===== config.mk =====
export PLATFORM = sky130hd
export DESIGN_NAME = cie_core_exec
export DESIGN_NICKNAME = d
export VERILOG_FILES = /design/src/cie_pkg.sv /design/src/cie_core_exec.sv
export SDC_FILE = /design/constraint.sdc
export NUM_CORES = 1
export LEC_CHECK = 0
export BUFFER_PORTS_ARGS = -buffer_cell sky130_fd_sc_hd__buf_2
export CORE_ASPECT_RATIO = 1.2
export CORE_MARGIN = 4
export CORE_UTILIZATION = 35
export DETAILED_ROUTE_END_ITERATION = 16
export PLACE_DENSITY = 0.61
export SLEW_MARGIN = 20
export SYNTH_ARGS = -nofsm -noshare
export SYNTH_HDL_FRONTEND = slang
export SYNTH_SLANG_ARGS = --single-unit

===== constraint.sdc =====
create_clock -name mclk -period 7 [get_ports mclk]
set_input_delay 1.4 -clock mclk [delete_from_list [all_inputs] [get_ports mclk]]
set_output_delay 1.4 -clock mclk [all_outputs]
set_load 0.02 [all_outputs]

===== src/cie_pkg.sv =====
package cie_pkg;

	// data path and address widths
	localparam int PC_W    = 15;
	localparam int DATA_W  = 8;
	localparam int FADDR_W = 7;
	localparam int INSTR_W = 14;
	localparam int IMM_W   = 11;
	localparam int PAGE_W  = 7;

	// operand fields inside the instruction word
	localparam int FADDR_LSB = 0;
	localparam int DEST_BIT  = 7;
	localparam int LIT_LSB   = 0;
	localparam int IMM_LSB   = 0;

	// page latch slices that feed the upper program counter
	localparam int BR_PAGE_MSB = 6;   // page bits 6:3 -> pc 14:11
	localparam int BR_PAGE_LSB = 3;
	localparam int CW_PAGE_MSB = 6;   // page bits 6:0 -> pc 14:8
	localparam int CW_PAGE_LSB = 0;

	// reset values and increment steps
	localparam logic [PC_W-1:0]   PC_RST   = 15'h0000;
	localparam logic [DATA_W-1:0] DATA_ZERO = 8'h00;
	localparam logic [DATA_W-1:0] DATA_ONE  = 8'h01;
	localparam logic [PC_W-1:0]   PC_STEP  = 15'h0001;

	// watchdog: prescaler and counter widths, counts are arbitrary defaults
	localparam int WDT_PRE_W = 5;
	localparam int WDT_CNT_W = 8;
	localparam logic [WDT_PRE_W-1:0] WDT_PRE_ZERO = 5'h00;
	localparam logic [WDT_PRE_W-1:0] WDT_PRE_LAST = 5'h1f;
	localparam logic [WDT_CNT_W-1:0] WDT_CNT_ZERO = 8'h00;
	localparam logic [WDT_CNT_W-1:0] WDT_CNT_LAST = 8'hff;

	// opcode match and mask pairs
	localparam logic [INSTR_W-1:0] M_CALL   = 14'h3800;
	localparam logic [INSTR_W-1:0] P_CALL   = 14'h2000;
	localparam logic [INSTR_W-1:0] P_BRANCH = 14'h2800;
	localparam logic [INSTR_W-1:0] P_ORLIT  = 14'h3800;
	localparam logic [INSTR_W-1:0] M_FULL   = 14'h3fff;
	localparam logic [INSTR_W-1:0] P_CALL_VIA_WORKING  = 14'h000a;
	localparam logic [INSTR_W-1:0] P_WDTCLR = 14'h0064;
	localparam logic [INSTR_W-1:0] M_BYTE   = 14'h3f00;
	localparam logic [INSTR_W-1:0] P_COMPLEMENT_FILE_OP   = 14'h0900;
	localparam logic [INSTR_W-1:0] P_DECREMENT_FILE_OP   = 14'h0300;
	localparam logic [INSTR_W-1:0] P_DECREMENT_SKIP_ZERO_OP = 14'h0b00;
	localparam logic [INSTR_W-1:0] P_INCREMENT_SKIP_ZERO_OP = 14'h0f00;
	localparam logic [INSTR_W-1:0] P_INCREMENT_FILE_OP   = 14'h0a00;
	localparam logic [INSTR_W-1:0] P_OR_FILE_OP  = 14'h0400;
	localparam logic [INSTR_W-1:0] M_CLEAR_FILE_OP   = 14'h3f80;
	localparam logic [INSTR_W-1:0] P_CLEAR_FILE_OP   = 14'h0180;
	localparam logic [INSTR_W-1:0] M_CLEAR_WORKING_OP   = 14'h3ffc;
	localparam logic [INSTR_W-1:0] P_CLEAR_WORKING_OP   = 14'h0100;

	// execute sequencer states
	typedef enum logic [1:0] {
		ST_EXEC  = 2'b01,
		ST_STALL = 2'b10
	} cie_state_e;

endpackage


===== src/cie_core_exec.sv =====
`timescale 1ns/1ns
// What this block does
// - a direct call pushes the next address, loads the 11-bit immediate into pc 10:0 and page latch 6:3 into pc 14:11, over two cycles.
// - a call through working pushes the next address, loads working into pc 7:0 and page latch 6:0 into pc 14:8, over two cycles.
// - the watchdog clear zeroes the watchdog counter and its prescaler and sets the timeout and power-down flags to one.
// - complement inverts the file register and stores it in working for d=0 or in the file for d=1, updating zero.
// - clear-file writes zero into the addressed file register (address 0 to 127) and sets the zero flag.
// - clear-working writes zero into working and sets the zero flag.
// - decrement subtracts one from the file register, stores it per d and updates zero.
// - decrement-and-skip stores the decrement per d with no flag change and turns the next instruction into a no-op when zero.
// - the branch loads its 11-bit immediate into pc 10:0 and page latch 6:3 into pc 14:11 over two cycles with no flag change.
// - increment-and-skip stores the increment per d with no flag change and turns the next instruction into a no-op when zero.
// - or-literal ors working with an 8-bit literal into working and updates zero.
// - or-with-file ors working with the file register, stores per d and updates zero.
module cie_core_exec (
	input  wire logic                         mclk,
	input  wire logic                         rst,
	input  wire logic                         instr_valid,
	input  wire logic [cie_pkg::INSTR_W-1:0]  instr,
	input  wire logic [cie_pkg::DATA_W-1:0]   file_rdata,
	input  wire logic [cie_pkg::PAGE_W-1:0]   program_page_latch,
	input  wire logic                         wdt_enable,
	input  wire logic                         wdt_tick,
	input  wire logic                         sleep_entry,
	output logic                              instr_ready,
	output logic [cie_pkg::PC_W-1:0]          pc,
	output logic                              stack_push,
	output logic [cie_pkg::PC_W-1:0]          return_stack_top,
	output logic                              file_we,
	output logic [cie_pkg::FADDR_W-1:0]       file_addr,
	output logic [cie_pkg::DATA_W-1:0]        file_wdata,
	output logic [cie_pkg::DATA_W-1:0]        working,
	output logic                              zero_flag,
	output logic                              timeout_flag,
	output logic                              power_down_flag,
	output logic                              wdt_reset_req,
	output logic                              nop_slot
);

	cie_pkg::cie_state_e state;
	cie_pkg::cie_state_e next_state;

	logic                         take;
	logic                         skip_pending;
	logic [cie_pkg::FADDR_W-1:0]  f_sel;
	logic                         dest_file;
	logic [cie_pkg::DATA_W-1:0]   literal;
	logic [cie_pkg::IMM_W-1:0]    imm;
	logic [cie_pkg::PC_W-1:0]     pc_inc;
	logic [cie_pkg::DATA_W-1:0]   f_inc;
	logic [cie_pkg::DATA_W-1:0]   f_dec;

	logic op_call;
	logic op_branch;
	logic op_call_via_working;
	logic op_wdtclr;
	logic op_complement_file_op;
	logic op_clear_file_op;
	logic op_clear_working_op;
	logic op_decrement_file_op;
	logic op_decrement_skip_zero_op;
	logic op_increment_skip_zero_op;
	logic op_increment_file_op;
	logic op_orlit;
	logic op_orwf;

	logic                         exec_op;
	logic                         two_cycle;
	logic                         has_result;
	logic                         upd_zero;
	logic                         next_skip;
	logic [cie_pkg::DATA_W-1:0]   result;
	logic [cie_pkg::PC_W-1:0]     next_pc;
	logic [cie_pkg::WDT_PRE_W-1:0] wdt_pre;
	logic [cie_pkg::WDT_CNT_W-1:0] wdt_cnt;
	logic                         wdt_expire;

	// operand fields and simple arithmetic
	assign take      = instr_valid && instr_ready && (state == cie_pkg::ST_EXEC);
	assign exec_op   = take && !skip_pending;
	assign f_sel     = instr[cie_pkg::FADDR_LSB +: cie_pkg::FADDR_W];
	assign dest_file = instr[cie_pkg::DEST_BIT];
	assign literal   = instr[cie_pkg::LIT_LSB +: cie_pkg::DATA_W];
	assign imm       = instr[cie_pkg::IMM_LSB +: cie_pkg::IMM_W];
	assign pc_inc    = cie_pkg::PC_W'(pc + cie_pkg::PC_STEP);
	assign f_inc     = cie_pkg::DATA_W'(file_rdata + cie_pkg::DATA_ONE);
	assign f_dec     = cie_pkg::DATA_W'(file_rdata - cie_pkg::DATA_ONE);

	// opcode decode by mask and match
	always_comb begin
		op_call   = (instr & cie_pkg::M_CALL) == cie_pkg::P_CALL;
		op_branch = (instr & cie_pkg::M_CALL) == cie_pkg::P_BRANCH;
		op_orlit  = (instr & cie_pkg::M_BYTE) == cie_pkg::P_ORLIT;
		op_call_via_working  = (instr & cie_pkg::M_FULL) == cie_pkg::P_CALL_VIA_WORKING;
		op_wdtclr = (instr & cie_pkg::M_FULL) == cie_pkg::P_WDTCLR;
		op_complement_file_op   = (instr & cie_pkg::M_BYTE) == cie_pkg::P_COMPLEMENT_FILE_OP;
		op_decrement_file_op   = (instr & cie_pkg::M_BYTE) == cie_pkg::P_DECREMENT_FILE_OP;
		op_decrement_skip_zero_op = (instr & cie_pkg::M_BYTE) == cie_pkg::P_DECREMENT_SKIP_ZERO_OP;
		op_increment_skip_zero_op = (instr & cie_pkg::M_BYTE) == cie_pkg::P_INCREMENT_SKIP_ZERO_OP;
		op_increment_file_op   = (instr & cie_pkg::M_BYTE) == cie_pkg::P_INCREMENT_FILE_OP;
		op_orwf   = (instr & cie_pkg::M_BYTE) == cie_pkg::P_OR_FILE_OP;
		op_clear_file_op   = (instr & cie_pkg::M_CLEAR_FILE_OP) == cie_pkg::P_CLEAR_FILE_OP;
		op_clear_working_op   = (instr & cie_pkg::M_CLEAR_WORKING_OP) == cie_pkg::P_CLEAR_WORKING_OP;
	end

	// result, destination and flag selection
	always_comb begin
		result     = cie_pkg::DATA_ZERO;
		has_result = 1'b0;
		upd_zero   = 1'b0;
		next_skip  = 1'b0;
		if (op_complement_file_op) begin
			result     = ~file_rdata;
			has_result = 1'b1;
			upd_zero   = 1'b1;
		end else if (op_clear_file_op) begin
			result     = cie_pkg::DATA_ZERO;
			has_result = 1'b1;
			upd_zero   = 1'b1;
		end else if (op_clear_working_op) begin
			result     = cie_pkg::DATA_ZERO;
			has_result = 1'b1;
			upd_zero   = 1'b1;
		end else if (op_decrement_file_op) begin
			result     = f_dec;
			has_result = 1'b1;
			upd_zero   = 1'b1;
		end else if (op_decrement_skip_zero_op) begin
			result     = f_dec;
			has_result = 1'b1;
			next_skip  = (f_dec == cie_pkg::DATA_ZERO);
		end else if (op_increment_skip_zero_op) begin
			result     = f_inc;
			has_result = 1'b1;
			next_skip  = (f_inc == cie_pkg::DATA_ZERO);
		end else if (op_increment_file_op) begin
			result     = f_inc;
			has_result = 1'b1;
			upd_zero   = 1'b1;
		end else if (op_orlit) begin
			result     = working | literal;
			has_result = 1'b1;
			upd_zero   = 1'b1;
		end else if (op_orwf) begin
			result     = working | file_rdata;
			has_result = 1'b1;
			upd_zero   = 1'b1;
		end
	end

	// program counter target and two-cycle classification
	always_comb begin
		next_pc   = pc_inc;
		two_cycle = 1'b0;
		if (op_call) begin
			next_pc   = {program_page_latch[cie_pkg::BR_PAGE_MSB:
					cie_pkg::BR_PAGE_LSB], imm};
			two_cycle = 1'b1;
		end else if (op_branch) begin
			next_pc   = {program_page_latch[cie_pkg::BR_PAGE_MSB:
					cie_pkg::BR_PAGE_LSB], imm};
			two_cycle = 1'b1;
		end else if (op_call_via_working) begin
			next_pc   = {program_page_latch[cie_pkg::CW_PAGE_MSB:
					cie_pkg::CW_PAGE_LSB], working};
			two_cycle = 1'b1;
		end
	end

	// sequencer: two-cycle ops hold off the next fetch one cycle
	always_comb begin
		case (state)
			cie_pkg::ST_EXEC: begin
				if (exec_op && two_cycle) begin
					next_state = cie_pkg::ST_STALL;
				end else begin
					next_state = cie_pkg::ST_EXEC;
				end
			end
			cie_pkg::ST_STALL: next_state = cie_pkg::ST_EXEC;
			default:           next_state = cie_pkg::ST_EXEC;
		endcase
	end

	always_ff @(posedge mclk) begin
		if (rst) begin
			state       <= cie_pkg::ST_EXEC;
			instr_ready <= 1'b1;
		end else begin
			state       <= next_state;
			instr_ready <= (next_state == cie_pkg::ST_EXEC);
		end
	end

	// program counter and return stack push
	always_ff @(posedge mclk) begin
		if (rst) begin
			pc               <= cie_pkg::PC_RST;
			stack_push       <= 1'b0;
			return_stack_top <= cie_pkg::PC_RST;
		end else begin
			stack_push <= exec_op && (op_call || op_call_via_working);
			if (exec_op) begin
				pc <= next_pc;
			end else if (take) begin
				pc <= pc_inc;                         // skipped slot
			end
			if (exec_op && (op_call || op_call_via_working)) begin
				return_stack_top <= pc_inc;
			end
		end
	end

	// skip of the following instruction
	always_ff @(posedge mclk) begin
		if (rst) begin
			skip_pending <= 1'b0;
			nop_slot     <= 1'b0;
		end else begin
			nop_slot <= take && skip_pending;
			if (take) begin
				skip_pending <= exec_op && next_skip;
			end
		end
	end

	// file register write port
	always_ff @(posedge mclk) begin
		if (rst) begin
			file_we    <= 1'b0;
			file_addr  <= {cie_pkg::FADDR_W{1'b0}};
			file_wdata <= cie_pkg::DATA_ZERO;
		end else begin
			file_we <= exec_op && has_result && !op_clear_working_op && !op_orlit
				&& (dest_file || op_clear_file_op);
			if (exec_op && has_result) begin
				file_addr  <= f_sel;
				file_wdata <= result;
			end
		end
	end

	// working register
	always_ff @(posedge mclk) begin
		if (rst) begin
			working <= cie_pkg::DATA_ZERO;
		end else if (exec_op && has_result && !op_clear_file_op
				&& (!dest_file || op_clear_working_op || op_orlit)) begin
			working <= result;
		end
	end

	// zero flag, untouched by skip ops and branches
	always_ff @(posedge mclk) begin
		if (rst) begin
			zero_flag <= 1'b0;
		end else if (exec_op && upd_zero) begin
			zero_flag <= (result == cie_pkg::DATA_ZERO);
		end
	end

	// watchdog prescaler and counter, cleared by the clear op
	assign wdt_expire = wdt_enable && wdt_tick
		&& (wdt_pre == cie_pkg::WDT_PRE_LAST)
		&& (wdt_cnt == cie_pkg::WDT_CNT_LAST);

	always_ff @(posedge mclk) begin
		if (rst) begin
			wdt_pre       <= cie_pkg::WDT_PRE_ZERO;
			wdt_cnt       <= cie_pkg::WDT_CNT_ZERO;
			wdt_reset_req <= 1'b0;
		end else begin
			wdt_reset_req <= wdt_expire && !(exec_op && op_wdtclr);
			if (exec_op && op_wdtclr) begin
				wdt_pre <= cie_pkg::WDT_PRE_ZERO;
				wdt_cnt <= cie_pkg::WDT_CNT_ZERO;
			end else if (wdt_enable && wdt_tick) begin
				wdt_pre <= cie_pkg::WDT_PRE_W'(wdt_pre + 1'b1);
				if (wdt_pre == cie_pkg::WDT_PRE_LAST) begin
					wdt_cnt <= cie_pkg::WDT_CNT_W'(wdt_cnt + 1'b1);
				end
			end
		end
	end

	// status flags: clear op sets both, events drop them
	always_ff @(posedge mclk) begin
		if (rst) begin
			timeout_flag    <= 1'b1;
			power_down_flag <= 1'b1;
		end else if (exec_op && op_wdtclr) begin
			timeout_flag    <= 1'b1;
			power_down_flag <= 1'b1;
		end else begin
			if (wdt_expire) begin
				timeout_flag <= 1'b0;
			end
			if (sleep_entry) begin
				power_down_flag <= 1'b0;
			end
		end
	end

endmodule // cie_core_exec


==> impl_metrics.py <==
metrics = {
    "synthesis": {
        "syn_nets": 561,
        "synth.avg_cell_area_um2": 8.20,
        "yosysWarnings": 0,
        "netlist_area_um2": 4250,
        "yosys.cell_types.count": 60,
        "synth_edf_count": 0,
        "postSynthCellCount": 518,
        "yosysSeqAreaShare_pct": 35.8,
        "synth_ff_type": "dfxtp_1",
        "async_flop_share_pct": 0,
        "ys_ff_latch": 76,
    },
    "global_route": {
        "grtUsageMet3_pct": 3.41,
        "grt_overflow_total": 0,
        "grt_usage_pct": 18.0,
        "grt_busiest_layer": "met2",
        "grt_pass1_wl_um": 19900,
        "grt_util_met1_pct": 23.0,
        "grt_pass1_vias": 3832,
        "use_met2_pct": 30.3,
        "antenna_found_initial": 0,
        "grt_max_degree": 63,
    },
    "route": {
        "routed_wl_um": 12400,
        "drc": 0,
        "vias": 4045,
        "wl_per_cell_um": 16.5,
        "drtPass1Iterations": 4,
        "vias_per_cell": 5.39,
        "initialDrtViolationCount": 208,
        "antenna_left": 0,
    },
    "worst_setup_path": {
        "worstSetupPathType": "primary input to flop",
        "cp-start-kind": "primary input",
        "cp_slowest_stage_delay_ps": 860,
        "timing.rr.end": "file_addr[2]",
        "worstPathMaxFanout": 28,
        "r2r-start": "instr_ready",
        "ff2ff_path_depth": 6,
        "startpoint": "instr[8]",
        "path_cells": "buf_2 -> nor2_1 -> and4_1 -> nand2b_1 -> a21o_1 -> nor3_4 -> mux2i_1 -> nor2_1",
        "slowest_stage": "nor3_4",
        "ff2ff_setup_slack_ps": 4390,
        "path_buf_inv": 1,
        "path_delay_family": "simple AND/OR/NAND/NOR gates",
        "cpMostUsedCell": "nor2_1",
        "crit_path_end_kind": "flop",
        "cp.arrival_ps": 4080,
        "worstPathRequired_ps": 7190,
    },
    "placed_design": {
        "dpl.cell_count": 735,
        "hpwl_um": 9440,
        "place_congestion": 0.888,
        "port_buffers": 95,
    },
    "clocking": {
        "postCtsSetupBuffers": 0,
        "clkSinkCount": 76,
        "path_clk_slew_ps": 60,
        "cts_tree": "done",
        "numCtsBuffers": 9,
        "hold_buffers": 0,
        "cts_max_level": 3,
        "clk_latency_ps": 330,
        "root_buffer": "clkbuf_16",
        "clock_path_buffers": 2,
        "cts_resized": 0,
    },
    "worst_hold_path": {
        "min-delay-start": "power_down_flag",
        "min_path_cells": 1,
        "hold_end": "power_down_flag",
        "hold_path_class": "flop to flop",
    },
    "timing": {
        "rsz0062_at_grt": "no",
        "maxSlewHeadroom_pct": 27.2,
        "setup_viol": 0,
        "fin_crit_sh_pct": 55.5,
        "worst_hold_slack_ps": 445,
        "period_minus_slack_ps": 3890,
        "worst_slew_pin_slew_ps": 1080,
        "tns_ps": 0,
        "clock.fmax_ghz": 0.257,
        "slew_viol_final": 0,
        "finalHoldViolCount": 0,
        "skew_ps": 8.56,
    },
    "floorplan": {
        "dieArea_um2": 14000,
        "die_h_um": 129,
        "ioPinCount": 96,
        "initial_utilization_pct": 36.2,
        "coreArea_um2": 11700,
        "rows": 43,
        "die_width_um": 109,
    },
    "cells_and_area": {
        "fill_cells": 1261,
        "nNetsFinal": 632,
        "n_antenna_cell": 0,
        "area_growth_pct": 19.2,
        "finalNonFillerCells": 751,
        "post-route-util_pct": 43.2,
        "drive_above_1_share_pct": 21.0,
    },
    "job": {
        "maxCapViolCount": 0,
    },
    "pwr": {
        "ir_worst_vdd_mv": 0.122,
        "power.density_nw_per_um2": 208,
        "leakage_nw": 2.18,
    },
    "run_status": {
        "status": "finished, final reports clean",
    },
}
[cell usage after synthesis (8+ instances only)]
cell type,count,area [um2]
a21oi_1,22,110
xor2_1,12,105
clkbuf_1,25,93.8
dfxtp_1,76,1520
ha_1,8,100
a211oi_1,14,105
and3_1,11,68.8
nor3_1,17,85.1
nand3_1,19,95.1
nor2_1,84,315
nand2_1,40,150
xnor2_1,18,158
inv_1,12,45.0
mux2i_1,23,230
a22oi_1,8,60.1
o21ai_0,11,55.1
[sequential cells by signal, summed over array words and instances, names as in the netlist]
register / cells
skip_pending: 1
stack_push: 1
wdt_pre: 5
timeout_flag: 1
wdt_cnt: 8
return_stack_top: 15
wdt_reset_req: 1
file_we: 1
working: 8
state: 1
nop_slot: 1
instr_ready: 1
power_down_flag: 1
file_addr: 7
file_wdata: 8
zero_flag: 1
pc: 15
[layer usage]
metal  routed length (um)  share of wire (%)  vias up
met5                    0                  0        -
met4                  237                1.9        0
met1                 5470                 44     1898
met3                  665                5.4       21
met2                 6040                 49      117
li1                     -                  -     2009
[layout make-up]
| type | count | area [um2] | area share (%) |
|---|---|---|---|
| Multi-Input combinational cell | 394 | 2510 | 49.6 |
| Timing Repair Buffer | 96 | 483 | 9.54 |
| Inverter | 12 | 45.0 | 0.890 |
| Tap cell | 157 | 196 | 3.88 |
| Clock buffer | 11 | 243 | 4.80 |
| Sequential cell | 76 | 1520 | 30.1 |
| Clock inverter | 5 | 60.1 | 1.19 |
[how the worst max path moves through the flow]
stage	endpoint	slack, ps	depth (start not counted)
3_3_place_gp	return_stack_top[1]	2910	8
2_1_floorplan	return_stack_top[14]	3600	10
3_5_place_dp	return_stack_top[6]	2750	8
5_1_grt	return_stack_top[4]	2830	8
4_1_cts	return_stack_top[4]	3100	8
6_report	return_stack_top[6]	3110	8
[where the power goes]
group          switching, mW  total (mW)  internal (mW)  leakage, nW
Sequential            0.0107       0.454          0.443        0.616
Combinational         0.0872       0.134         0.0465         1.42
Clock                  0.176       0.463          0.287        0.146
Total                  0.274        1.05          0.777         2.18
[cell families (layout without fill, tap and decap cells)]
kind of cell	Yosys count	count (layout)	share of synthesized area, %
XOR/XNOR	30	30	6.19
flip-flops	76	76	35.8
AO/OA/AOI/OAI	115	115	19.9
adder cells (fa/ha/maj)	9	9	2.59
AND/OR/NAND/NOR	217	217	25.0
buffers and inverters	48	124	5.01
multiplexers	23	23	5.42
[stage by stage]
step | power [mW] | worst slack (ps) | instance area, um2
floorplan | 0.552 | 3600 | 4250
global placement | 0.594 | 2910 | 4760
detailed placement | 0.597 | 2750 | 4760
CTS | 1.06 | 3100 | 5060
global route | 1.10 | 2830 | 5060
finish | 1.05 | 3110 | 5060
[placed cells by master (no fill, tap or decap), drive strengths merged, types with 12 or more instances in the layout]
master  instances
buf            96
nor2           84
dfxtp          76
nand2          40
mux2i          23
a21oi          22
a211oi         21
nand3          19
nor3           19
xnor2          18
o21ai          17
inv            13
xor2           12
Power figures use the tool's default switching activity.
